==> src/tfc_regs.svh <==
// Register offsets, field positions, reset values and counts of the FIFO block
`ifndef TFC_REGS_SVH
`define TFC_REGS_SVH

// ======================================================
// Register offsets on the host port
`define TFC_OFS_DATA      6'h09
`define TFC_OFS_LEVEL     6'h0A
`define TFC_OFS_THRESH    6'h0B
`define TFC_OFS_CTRL      6'h0C
`define TFC_OFS_FRAMING   6'h0D

// ======================================================
// Field positions
`define TFC_BIT_FLUSH     7
`define TFC_BIT_HALT      7
`define TFC_BIT_LAUNCH    6
`define TFC_BIT_COPY      5
`define TFC_BIT_ROLE      4
`define TFC_BIT_TRIGGER   7
`define TFC_ALIGN_LSB     4

// ======================================================
// Reset values and counts
`define TFC_THRESH_RST    6'h08
`define TFC_FIFO_DEPTH    64
`define TFC_STAGE_DEPTH   8
`define TFC_ID_BYTES      10

// ======================================================
// Link state codes as software reads them
`define TFC_CODE_IDLE     3'h0
`define TFC_CODE_WAIT     3'h1
`define TFC_CODE_SEND     3'h3
`define TFC_CODE_RECV     3'h5

`endif

==> src/tfc_pkg.sv <==
// Types shared by the FIFO and framing control block
package tfc_pkg;

  // ======================================================
  // Host register request, one access per cycle
  typedef struct packed {
    logic       wr;
    logic       rd;
    logic [5:0] addr;
    logic [7:0] wdata;
  } tfc_host_req_t;

  // ======================================================
  // Transmit / receive sequencing
  typedef enum logic [3:0] {
    LK_IDLE = 4'b0001,
    LK_WAIT = 4'b0010,
    LK_SEND = 4'b0100,
    LK_RECV = 4'b1000
  } tfc_link_t;

  // ======================================================
  // Whole state of the control block
  typedef struct packed {
    tfc_link_t  link;
    logic [2:0] link_code;
    logic [5:0] thresh;
    logic       role;
    logic       copy_busy;
    logic [3:0] copy_idx;
    logic [2:0] rx_last;
    logic [2:0] rx_align;
    logic [2:0] tx_last;
    logic       ovf;
    logic       near_full;
    logic       near_empty;
    logic [6:0] fill;
    logic [7:0] rdata;
    logic [7:0] tx_byte;
    logic       tx_byte_valid;
    logic       tx_start;
    logic       halt;
    logic       launch;
  } tfc_state_t;

endpackage

==> src/tfc_fifo_ctrl.sv <==
// Host FIFO, level and warning logic, bit framing and misc control
`timescale 1ns/1ps
`include "tfc_regs.svh"

// ======================================================
// Generic synchronous FIFO
module tfc_fifo #(
  parameter int WIDTH = 8,
  parameter int DEPTH = 8
) (
  // Clock and reset
  input  wire logic             sys_clk,
  input  wire logic             reset_n,
  // Filling side
  input  wire logic             in_valid,
  input  wire logic [WIDTH-1:0] in_data,
  output logic                  in_ready,
  // Draining side
  output logic                  out_valid,
  output logic [WIDTH-1:0]      out_data,
  input  wire logic             out_ready,
  // Control and level
  input  wire logic             flush,
  output logic [$clog2(DEPTH):0] level
);
  localparam int AW = $clog2(DEPTH);

  if (DEPTH < 2 || (1 << AW) != DEPTH || WIDTH < 1) begin
    $error("tfc_fifo: DEPTH must be a power of two, WIDTH positive");
  end

  typedef struct packed {
    logic [AW-1:0] rd;
    logic [AW-1:0] wr;
    logic [AW:0]   cnt;
    logic          full;
    logic          empty;
    logic          room;
  } tfc_fifo_state_t;
  tfc_fifo_state_t  st_q;
  tfc_fifo_state_t  st_d;
  logic [WIDTH-1:0] mem [DEPTH];
  logic             push;
  logic             pop;

  assign push      = in_valid && !st_q.full && !flush;
  assign pop       = out_ready && !st_q.empty && !flush;
  assign in_ready  = st_q.room;
  assign out_valid = !st_q.empty;
  assign out_data  = mem[st_q.rd];
  assign level     = st_q.cnt;

  always_comb begin
    st_d = st_q;
    if (flush) begin
      st_d.rd  = '0;
      st_d.wr  = '0;
      st_d.cnt = '0;
    end else begin
      st_d.wr  = push ? st_q.wr + AW'(1) : st_q.wr;
      st_d.rd  = pop ? st_q.rd + AW'(1) : st_q.rd;
      st_d.cnt = st_q.cnt + (AW+1)'(push) - (AW+1)'(pop);
    end
    st_d.full  = (st_d.cnt == (AW+1)'(DEPTH));
    st_d.empty = (st_d.cnt == '0);
    st_d.room  = !st_d.full;
  end

  always_ff @(posedge sys_clk or negedge reset_n) begin
    if (!reset_n) begin
      st_q <= '{rd: '0, wr: '0, cnt: '0, full: 1'b0, empty: 1'b1,
                room: 1'b1};
    end else begin
      st_q <= st_d;
    end
  end
  // Storage is not reset; empty flag guards stale words
  always_ff @(posedge sys_clk) begin
    if (push) begin
      mem[st_q.wr] <= in_data;
    end
  end
endmodule

// ======================================================
// Top of the control block
module tfc_fifo_ctrl
  import tfc_pkg::*;
#(
  parameter int FIFO_DEPTH = `TFC_FIFO_DEPTH,
  parameter int ID_BYTES   = `TFC_ID_BYTES
) (
  // Clock and reset
  input  wire logic              sys_clk,
  input  wire logic              reset_n,
  // Host register port
  input  wire tfc_host_req_t     host_req,
  output logic [7:0]             host_rdata,
  // Serial transmit path
  input  wire logic              tx_byte_req,
  output logic [7:0]             tx_byte,
  output logic                   tx_byte_valid,
  output logic                   tx_start,
  output logic [2:0]             tx_final_bit_count,
  input  wire logic              tx_done,
  // Serial receive path
  input  wire logic              rx_valid,
  input  wire logic [7:0]        rx_byte,
  output logic                   rx_ready,
  input  wire logic              rx_frame_end,
  input  wire logic [2:0]        rx_valid_bits,
  output logic [2:0]             rx_first_bit_offset,
  // Command sequencer and timer
  input  wire logic              cmd_transceive,
  output logic                   timer_halt_strobe,
  output logic                   timer_launch_strobe,
  // Identifier and status
  input  wire logic [8*ID_BYTES-1:0] stored_peer_identifier,
  output logic [6:0]             fill_count,
  output logic                   overflow_error,
  output logic                   near_full_flag,
  output logic                   near_empty_flag,
  output logic [2:0]             link_fsm_state,
  output logic                   initiator_role
);
  if (FIFO_DEPTH != 64 || ID_BYTES < 1 || ID_BYTES > 15) begin
    $error("tfc_fifo_ctrl: unsupported FIFO_DEPTH or ID_BYTES");
  end
  tfc_state_t st_q;
  tfc_state_t st_d;

  // ======================================================
  // Decode of the host access
  logic wr_data, rd_data, wr_level, wr_thr, wr_ctrl, wr_frm, flush;
  assign wr_data  = host_req.wr && host_req.addr == `TFC_OFS_DATA;
  assign rd_data  = host_req.rd && host_req.addr == `TFC_OFS_DATA;
  assign wr_level = host_req.wr && host_req.addr == `TFC_OFS_LEVEL;
  assign wr_thr   = host_req.wr && host_req.addr == `TFC_OFS_THRESH;
  assign wr_ctrl  = host_req.wr && host_req.addr == `TFC_OFS_CTRL;
  assign wr_frm   = host_req.wr && host_req.addr == `TFC_OFS_FRAMING;
  assign flush    = wr_level && host_req.wdata[`TFC_BIT_FLUSH];

  // ======================================================
  // Receive staging buffer and main FIFO
  logic       st_valid, st_ready;
  logic [7:0] st_data;
  logic       m_in_valid, m_in_ready, m_out_valid, m_out_ready;
  logic [7:0] m_in_data, m_out_data, id_byte;
  logic [6:0] m_level;
  logic       host_pop, tx_pop, copy_go;

  // Drained only when the main FIFO has room, so a full FIFO
  // fills the stage and finally drops rx_ready
  tfc_fifo #(.WIDTH(8), .DEPTH(`TFC_STAGE_DEPTH)) u_stage (
    .sys_clk   (sys_clk),
    .reset_n   (reset_n),
    .in_valid  (rx_valid),
    .in_data   (rx_byte),
    .in_ready  (rx_ready),
    .out_valid (st_valid),
    .out_data  (st_data),
    .out_ready (st_ready),
    .flush     (flush),
    .level     ()
  );

  tfc_fifo #(.WIDTH(8), .DEPTH(FIFO_DEPTH)) u_main (
    .sys_clk   (sys_clk),
    .reset_n   (reset_n),
    .in_valid  (m_in_valid),
    .in_data   (m_in_data),
    .in_ready  (m_in_ready),
    .out_valid (m_out_valid),
    .out_data  (m_out_data),
    .out_ready (m_out_ready),
    .flush     (flush),
    .level     (m_level)
  );

  // Host writes first, then the identifier copy, then received data
  assign id_byte     = stored_peer_identifier[8*st_q.copy_idx +: 8];
  assign copy_go     = st_q.copy_busy && !wr_data && m_in_ready;
  assign st_ready    = m_in_ready && !wr_data && !st_q.copy_busy;
  assign m_in_valid  = wr_data || st_q.copy_busy || st_valid;
  assign m_in_data   = wr_data ? host_req.wdata :
                       st_q.copy_busy ? id_byte : st_data;
  assign host_pop    = rd_data && m_out_valid;
  assign tx_pop      = tx_byte_req && m_out_valid && !host_pop;
  assign m_out_ready = host_pop || tx_pop;

  // ======================================================
  // Next state
  always_comb begin
    st_d = st_q;
    st_d.halt          = 1'b0;
    st_d.launch        = 1'b0;
    st_d.tx_start      = 1'b0;
    st_d.tx_byte_valid = 1'b0;
    // Overflow: a drop wins over nothing; flush clears it
    if (wr_data && !m_in_ready) begin
      st_d.ovf = 1'b1;
    end else if (flush) begin
      st_d.ovf = 1'b0;
    end
    st_d.fill       = m_level;
    st_d.near_full  = (7'(FIFO_DEPTH) - m_level)
                      <= {1'b0, st_q.thresh};
    st_d.near_empty = m_level <= {1'b0, st_q.thresh};
    if (wr_thr) st_d.thresh = host_req.wdata[5:0];
    if (wr_ctrl) begin
      st_d.halt   = host_req.wdata[`TFC_BIT_HALT];
      st_d.launch = host_req.wdata[`TFC_BIT_LAUNCH];
      st_d.role   = host_req.wdata[`TFC_BIT_ROLE];
      if (host_req.wdata[`TFC_BIT_COPY] && !st_q.copy_busy) begin
        st_d.copy_busy = 1'b1;
        st_d.copy_idx  = '0;
      end
    end
    // Index may step past the end; the next copy restarts it
    if (copy_go) begin
      st_d.copy_busy = st_q.copy_idx != 4'(ID_BYTES - 1);
      st_d.copy_idx  = st_q.copy_idx + 4'h1;
    end
    if (rx_frame_end) st_d.rx_last = rx_valid_bits;
    if (wr_frm) begin
      st_d.rx_align = host_req.wdata[`TFC_ALIGN_LSB +: 3];
      st_d.tx_last  = host_req.wdata[2:0];
    end
    if (tx_pop) begin
      st_d.tx_byte       = m_out_data;
      st_d.tx_byte_valid = 1'b1;
    end
    // Register read data, sampled on the read cycle
    if (host_req.rd) begin
      unique case (host_req.addr)
        `TFC_OFS_DATA:    st_d.rdata = host_pop ? m_out_data : 8'h00;
        `TFC_OFS_LEVEL:   st_d.rdata = {1'b0, m_level};
        `TFC_OFS_THRESH:  st_d.rdata = {2'b00, st_q.thresh};
        `TFC_OFS_CTRL:    st_d.rdata = {2'b00, st_q.copy_busy, st_q.role,
                                        1'b0, st_q.rx_last};
        `TFC_OFS_FRAMING: st_d.rdata = {1'b0, st_q.rx_align, 1'b0,
                                        st_q.tx_last};
        default:          st_d.rdata = 8'h00;
      endcase
    end
    // Transmit / receive sequencing
    unique case (st_q.link)
      LK_IDLE: if (cmd_transceive) st_d.link = LK_WAIT;
      LK_WAIT: begin
        if (!cmd_transceive) st_d.link = LK_IDLE;
        else if (wr_frm && host_req.wdata[`TFC_BIT_TRIGGER]) begin
          st_d.link     = LK_SEND;
          st_d.tx_start = 1'b1;
        end
      end
      LK_SEND: begin
        if (!cmd_transceive) st_d.link = LK_IDLE;
        else if (tx_done) st_d.link = LK_RECV;
      end
      LK_RECV: begin
        if (!cmd_transceive) st_d.link = LK_IDLE;
        else if (rx_frame_end) st_d.link = LK_WAIT;
      end
      default: st_d.link = LK_IDLE;
    endcase
    unique case (st_d.link)
      LK_WAIT: st_d.link_code = `TFC_CODE_WAIT;
      LK_SEND: st_d.link_code = `TFC_CODE_SEND;
      LK_RECV: st_d.link_code = `TFC_CODE_RECV;
      default: st_d.link_code = `TFC_CODE_IDLE;
    endcase
  end

  always_ff @(posedge sys_clk or negedge reset_n) begin
    if (!reset_n) begin
      st_q        <= '0;
      st_q.link   <= LK_IDLE;
      st_q.thresh <= `TFC_THRESH_RST;
      st_q.near_empty <= 1'b1;
    end else begin
      st_q <= st_d;
    end
  end

  // ======================================================
  // Outputs, all straight from state flops
  assign host_rdata          = st_q.rdata;
  assign tx_byte             = st_q.tx_byte;
  assign tx_byte_valid       = st_q.tx_byte_valid;
  assign tx_start            = st_q.tx_start;
  assign tx_final_bit_count  = st_q.tx_last;
  // Nonzero only meaningful for bitwise anticollision
  assign rx_first_bit_offset = st_q.rx_align;
  assign timer_halt_strobe   = st_q.halt;
  assign timer_launch_strobe = st_q.launch;
  assign fill_count          = st_q.fill;
  assign overflow_error      = st_q.ovf;
  assign near_full_flag      = st_q.near_full;
  assign near_empty_flag     = st_q.near_empty;
  assign link_fsm_state      = st_q.link_code;
  assign initiator_role      = st_q.role;
endmodule

==> config.mk <==
export PLATFORM = sky130hd
export DESIGN_NAME = tfc_fifo_ctrl
export DESIGN_NICKNAME = d
export VERILOG_FILES = /design/src/tfc_pkg.sv /design/src/tfc_fifo_ctrl.sv
export VERILOG_INCLUDE_DIRS = /design/src
export SDC_FILE = /design/constraint.sdc
export NUM_CORES = 1
export LEC_CHECK = 0
export BUFFER_PORTS_ARGS = -buffer_cell sky130_fd_sc_hd__buf_2
export CAP_MARGIN = 40
export CORE_MARGIN = 2
export CORE_UTILIZATION = 30
export CTS_BUF_LIST = sky130_fd_sc_hd__clkbuf_8
export CTS_CLUSTER_SIZE = 25
export DETAILED_ROUTE_END_ITERATION = 12
export GPL_TIMING_DRIVEN = 0
export PLACE_DENSITY_LB_ADDON = 0.15
export RECOVER_POWER = 100
export SLEW_MARGIN = 20
export SYNTH_ARGS = -nofsm -noshare
export SYNTH_HDL_FRONTEND = slang
export SYNTH_SLANG_ARGS = --single-unit
==> constraint.sdc <==
create_clock -name sys_clk -period 6.4 [get_ports sys_clk]
set_clock_uncertainty 0.2 [all_clocks]
set_input_delay 0.64 -clock sys_clk [delete_from_list [all_inputs] [get_ports sys_clk]]
set_output_delay 0.64 -clock sys_clk [all_outputs]
set_load 0.02 [all_outputs]
==> run summary, run 1 <==
CLOCK NETWORK
------------------------------------------------------------------------------------
CTS H-tree lvls                                                                    3
Clock transition at the registers of the reported paths                      0.06 ns
Clock latency reported for the late side of the worst-skew pair              0.73 ns
CTS tree                                                                       built
Num CTS Buffers                                                                  110
Setup Buffers After CTS                                                            0
Clock Tree Root                                                             clkbuf_8
Maximum buffer depth of the clock tree                                             3
Sink Count                                                                       669

SETUP PATH
------------------------------------------------------------------------------------
Type of origin of the critical path                                         register
Depth of the most critical reg-to-reg path                                        10
FF-to-FF setup slack                                                         1.21 ns
Arrival time worst endpoint                                                  5.59 ns
Max FO, Critical Path                                                             10
Worst path required time                                                     6.80 ns
CP endpoint kind                                                            register
Startpoint of the lowest-slack register-to-register path                u_main.st_q[17]
Destination of the worst register-to-register timing path               host_rdata[5]
Worst setup path class                                                    reg -> reg

STA
------------------------------------------------------------------------------------
Fin. max-slew vios                                                               502
Setup TNS                                                                       0 ns
Slew @ Worst Pin                                                             2.68 ns
Clock period minus worst slack                                               5.19 ns
RSZ-0062 raised after global routing                                              no
Max Freq                                                                     193 MHz
Hold Vio Cnt, Final                                                                0
Worst rel slew slack                                                          -0.787
Final setup vio count                                                              0
Worst path setup slack after routing                                         1.21 ns
Period Utilization, post-route                                                 0.811

FLOORPLANNING
------------------------------------------------------------------------------------
Number of placement rows                                                         112
Starting density of the core                                                   0.303
Core footprint                                                             93300 µm²
DIE AREA                                                                   96800 µm²
Horizontal extent of the die                                                  311 µm
I/O pin cnt                                                                      155
Die outline height                                                            311 µm

PWR
------------------------------------------------------------------------------------
Total power after layout                                                    16300 µW
Power density over cell area                                              493 nW/µm²
P_leak                                                                     0.0116 µW
Maximum vdd drop                                                            0.315 mV

MIN PATH
------------------------------------------------------------------------------------
Endpoint of the worst hold path                                         timer_halt_strobe
Number of cells traversed by the worst hold path                                   2
Worst min-delay path category                                              in -> reg
Startpoint of the lowest-slack hold path                                 host_req[7]

FINAL LAYOUT
------------------------------------------------------------------------------------
Layout cell share with drive strength beyond 1                                 0.235
Post-route standard cell area excluding fillers                            33100 µm²
Layout Nets                                                                     2177
Core occupancy in the finished layout                                          0.355
Synthesis-to-layout area growth                                                17.0%

RUN
------------------------------------------------------------------------------------
Number of maximum-capacitance constraint violations                                8

SYNTHESIS
------------------------------------------------------------------------------------
Synth area leaders                                                      edfxtp_1, mux4_2, dfrtp_1
Unique cell type count in the Yosys netlist                                       65
Sequential fraction of the synthesis area                                      0.694
Area share of the largest cell type after synthesis                            0.611
Dominant synthesized flop cell                                              edfxtp_1
Leading cell type by number of instances after synthesis                    edfxtp_1
Cell accounting for the most synthesized area                               edfxtp_1
Count of flip-flops with a built-in enable after synthesis                       576
Share of flip-flops with an asynchronous set or reset after synthesis          0.139
Net Count, Synth                                                                1827
Yosys warns                                                                        0
Gate count after technology mapping                                             1678
Synthesized flop and latch total                                                 669
Cell types with the highest counts after synthesis                      edfxtp_1, mux4_2, nand2_1
Post-synthesis area per instance                                            16.9 µm²
Synthesized area                                                           28300 µm²

GLOBAL ROUTING
------------------------------------------------------------------------------------
First-pass GRT wire length                                                 118000 µm
All-Layer GR Usage                                                             0.167
Vias in the first global route                                                 17200
Overflow after GRT                                                                 0
Pin count of the biggest net entering global routing                              65
Antenna violations before repair                                                   3

ROUTING
------------------------------------------------------------------------------------
Router iterations before antenna repair                                            8
Number of vias per cell after detailed routing                                  4.87
Post-detailed-route count of antenna-violating nets                                0
Detailed-route via count                                                       16500
Routed wirelength normalized by instance count                               24.1 µm
DR iter-0 viols                                                                 1162
DRT Wirelength                                                              81500 µm
Remaining DRCs                                                                     0

PLACEMENT
------------------------------------------------------------------------------------
Port Buf Inserts                                                                 154
Dpl ws                                                                      0.963 ns
HPWL after detailed placement                                               55100 µm
RePlAce Congestion                                                             0.808
Dpl cell area                                                              31300 µm²

STATUS
------------------------------------------------------------------------------------
Status                                                                  finished, violations left
Failing checks                                                          capacitance limit, slew limit

-- flip-flops by register name, summed over array words and instances (netlist names), 3 cells and up --
register and flops:
rx_first_bit_offset 3, st_q 18, u_stage.mem 64, u_stage.level 4, u_stage.st_q 8, fill_count 7, link_fsm_state 3, u_main.mem 512
host_rdata 8, u_main.level 7, tx_byte 8, tx_final_bit_count 3, u_main.st_q 14
-- through the flow --
step	instances	hold WS, ns
finish	3376	0.0827
global route	3375	0.0445
CTS	3354	0.0116
detailed placement	3128	0.199
global placement	3086	0.202
floorplan	1678	0.144
-- report_power, final --
| group | switching (µW) | total, µW | internal [µW] | leakage [µW] |
|---|---|---|---|---|
| logic | 4280 | 6420 | 2140 | 0.00403 |
| clock network | 1720 | 3460 | 1740 | 0.00119 |
| registers | 207 | 6450 | 6240 | 0.00634 |
-- worst max path at each step --
stage / startpoint / endpoint / slack [ns]
after floorplan: host_req[10] / u_main.in_ready / 2.52
after global placement: host_req[10] / u_main.in_ready / 1.23
after detailed placement: host_req[10] / u_main.in_ready / 0.96
after CTS: host_req[10] / u_main.in_ready / 1.72
after global routing: st_q[39] / u_main.mem[14][7] / 0.91
final: u_main.st_q[17] / host_rdata[5] / 1.21
-- cell type report --
type	instances	area, µm²
clock inverter	92	478
sequential	669	19600
fill	9023	60200
buffer	128	684
clock buffer	111	1530
timing repair buffer	238	1260
antenna	3	7.51
tap	1254	1570
inverter	33	124
multi-input combinational	848	7830
-- repair_timing --
item,4_1_cts,5_1_grt
hold buffers,23,0
gates resized for setup,0,0
endpoints found under the hold margin,141,0
-- metal layers --
metal / vias to the layer above / GRT usage / share of wire / routed length, µm
li1: 7305 / - / - / -
met1: 8496 / 0.222 / 0.43 / 35400
met2: 524 / 0.273 / 0.48 / 39200
met3: 129 / 0.0323 / 0.057 / 4670
met4: 0 / 0.0562 / 0.027 / 2210
met5: - / 0 / 0 / 0
-- layout by cell type, fill, tap and decap left out, types with 8 or more instances in the layout --
cell type / count
nand3_1: 34
inv_1: 77
clkinv_1: 29
xor2_1: 15
nand3b_1: 8
edfxtp_1: 576
buf_2: 124
dlygate4sd3_1: 23
a221oi_1: 12
o21ai_0: 29
nor2_1: 91
dfrtp_1: 86
a21oi_1: 52
mux2i_1: 69
clkbuf_8: 111
buf_4: 35
mux4_2: 130
clkinv_2: 11
nand2_1: 90
xnor2_1: 12
a22oi_1: 53
nand4_1: 10
buf_1: 11
a21o_1: 10
and3_1: 10
mux2_2: 36
nor3_1: 38
clkbuf_1: 153
a22o_1: 15
ha_1: 33
buf_6: 13
nor2b_1: 10
-- critical path: stages (launching register included) --
cell	delay, ns
dfrtp_1	0.35
clkbuf_1	0.75
clkbuf_1	0.55
clkbuf_1	0.92
clkbuf_1	0.82
mux2i_1	0.33
a22oi_1	0.18
nand3_1	0.18
nand4_1	0.41
nand2_1	0.20
o2111ai_1	0.13
-- logic make-up after synthesis --
logic type,synth area share
DFF,0.694
and+or+nand+nor,0.0608
muxes,0.143
AOI/OAI and AO/OA,0.0489
buffers and inverters,0.0291
adders and majority gates,0.0160
xor gates and xnor gates,0.00836
(Power assumes the default switching activity.)
==> run 2, diff against run 1 <==
==> constraint.sdc (replaced) <==
create_clock -name sys_clk -period 4.6 [get_ports sys_clk]
set_clock_uncertainty 0.2 [all_clocks]
set_input_delay 0.46 -clock sys_clk [delete_from_list [all_inputs] [get_ports sys_clk]]
set_output_delay 0.46 -clock sys_clk [all_outputs]
set_load 0.02 [all_outputs]
==> run summary, run 2 (synthesis gave the netlist of run 1 again) <==
STA
------------------------------------------------------------------------------
Hold Vio Cnt, Final                                                          0
Worst path setup slack after routing                                  0.400 ns
Clock period minus worst slack                                         4.20 ns
Period Utilization, post-route                                           0.913
Slew @ Worst Pin                                                       2.91 ns
Max Freq                                                               238 MHz
Final setup vio count                                                        0
RSZ-0062 raised after global routing                                        no
Worst rel slew slack                                                    -0.939
Fin. max-slew vios                                                          92

SETUP PATH
------------------------------------------------------------------------------
Largest delay contributor family on the critical path             buffers and inverters
Critical path's most frequent cell                                    clkbuf_1
Worst path cell trace                                             dlygate4sd3_1 -> clkbuf_1 -> and3_1 -> clkbuf_1 -> clkbuf_1 -> nor2_1 -> ha_1 -> inv_1 -> ha_1 -> fa_1 -> xnor2_1 -> nand2_1 -> or3_1 -> inv_1
Max FO, Critical Path                                                       10
Worst setup path class                                               in -> reg
Arrival time worst endpoint                                            4.64 ns
Worst path required time                                               5.04 ns
Slowest stage delay, CP                                                0.54 ns
Type of origin of the critical path                                  input pin
CP endpoint kind                                                      register
Combined buffer and inverter count along the critical path                   6
Worst path slowest cell                                               clkbuf_1

FINAL LAYOUT
------------------------------------------------------------------------------
Max reg flops                                                              512
Layout cell share with drive strength beyond 1                           0.238
Leading registers by flop count                                   u_main.mem x512, u_stage.mem x64, st_q x18
Core occupancy in the finished layout                                    0.356
Synthesis-to-layout area growth                                          17.4%
Leading cell type in the layout, fill and taps excluded               edfxtp_1
Layout Nets                                                               2182
Top reg by flops                                                    u_main.mem
Post-route standard cell area excluding fillers                      33200 µm²
Fill count                                                                9010
Post-layout instance count excluding filler cells                         3380
Leading cell types in the layout, fill and taps excluded          edfxtp_1, clkbuf_1, mux4_2, buf_2, clkbuf_8

CLOCK NETWORK
------------------------------------------------------------------------------
Num CTS Buffers                                                            110
Clock Tree Root                                                       clkbuf_8
Setup Buffers After CTS                                                      0
Post-cts repair resize count                                                 0
Clock transition at the registers of the reported paths                0.06 ns
Sink Count                                                                 669
Maximum buffer depth of the clock tree                                       3
Clock latency reported for the late side of the worst-skew pair        0.73 ns
CTS tree                                                                 built
CTS H-tree lvls                                                              3

ROUTING
------------------------------------------------------------------------------
Post-detailed-route count of antenna-violating nets                          0
Detailed-route via count                                                 16400
DRT Wirelength                                                        81600 µm
Router iterations before antenna repair                                      7
Remaining DRCs                                                               0
DR iter-0 viols                                                           1181
Number of vias per cell after detailed routing                            4.85
Routed wirelength normalized by instance count                         24.1 µm

GLOBAL ROUTING
------------------------------------------------------------------------------
Met1 track demand over resource in global routing                        0.222
Pin count of the biggest net entering global routing                        65
Vias in the first global route                                           17300
Antenna violations before repair                                             3
First-pass GRT wire length                                           118000 µm
Overflow after GRT                                                           0
Global-route track usage on met2                                         0.274
Layer carrying the most global-route usage                                met2
All-Layer GR Usage                                                       0.167
Met3 Usage GRT                                                          0.0323

FLOORPLANNING
------------------------------------------------------------------------------
Die outline height                                                      311 µm
Starting density of the core                                             0.303
Horizontal extent of the die                                            311 µm
DIE AREA                                                             96800 µm²
Core footprint                                                       93300 µm²
I/O pin cnt                                                                155
Number of placement rows                                                   112

MIN PATH
------------------------------------------------------------------------------
Worst min-delay path category                                        in -> reg

PWR
------------------------------------------------------------------------------
Power density over cell area                                        684 nW/µm²
P_leak                                                               0.0116 µW
Maximum vdd drop                                                      0.428 mV
Total power after layout                                              22700 µW

PLACEMENT
------------------------------------------------------------------------------
Port Buf Inserts                                                           154
RePlAce Congestion                                                       0.808
HPWL after detailed placement                                         55100 µm
Dpl cell area                                                        31300 µm²
Placed Cells                                                              3128
Dpl ws                                                               -0.657 ns

RUN
------------------------------------------------------------------------------
Number of maximum-capacitance constraint violations                          2

STATUS
------------------------------------------------------------------------------
Failing checks                                                    capacitance limit, slew limit
Status                                                            finished, violations left

run 2: per-layer routing:
metal | vias up | share of wire
met1 | 8463 | 0.44
met5 | - | 0
met3 | 127 | 0.053
met4 | 0 | 0.027
met2 | 481 | 0.48
li1 | 7309 | -
run 2: worst reg2reg max path, delay by kind of cell (launching register included):
family	cells	cell delay (ns)
flip-flops	1	0.36
buffers and inverters	5	2.13
AO/OA/AOI/OAI	2	0.28
AND/OR/NAND/NOR	4	1.06
run 2: power breakdown:
part | switching [µW] | internal (µW) | leakage [µW]
registers | 289 | 8590 | 0.00634
clock network | 2390 | 2420 | 0.00119
logic | 5980 | 3040 | 0.00406
run 2: final cells by class:
type,count,area [µm²],share of cell area
clock buffers,111,1530,0.0460
clock inverters,92,478,0.0144
plain buffers,127,682,0.0205
multi-input cells,848,7890,0.237
well taps,1254,1570,0.0472
diodes,2,5.00,0.000151
repair buffers,244,1320,0.0397
flip-flops and latches,669,19600,0.591
inverters,33,124,0.00373
run 2: timing repair:
item,in CTS,in global routing
hold buffers,29,0
endpoints found under the hold margin,185,0
endpoints found under the setup margin,0,3
run 2: worst paths after layout:
check	start	endpoint	slack, ns	cells past startpoint
min in group asynchronous	reset_n	near_empty_flag	0.34	2
hold / removal	host_req[14]	host_rdata[4]	0.14	4
setup reg to reg	u_main.st_q[16]	host_rdata[4]	0.42	11
hold reg to reg	u_main.level[0]	fill_count[0]	0.21	0
max in group asynchronous	reset_n	u_stage.st_q[8]	1.04	3
setup / recovery	host_req[7]	u_stage.st_q[2]	0.40	14
run 2: stage by stage:
stage / hold slack [ns] / setup TNS [ns]
after floorplan: -0.0356 / 0
after global placement: 0.202 / -89.76
after detailed placement: 0.199 / -3.01
after CTS: 0.0363 / 0
after global routing: 0.150 / 0
final: 0.138 / 0
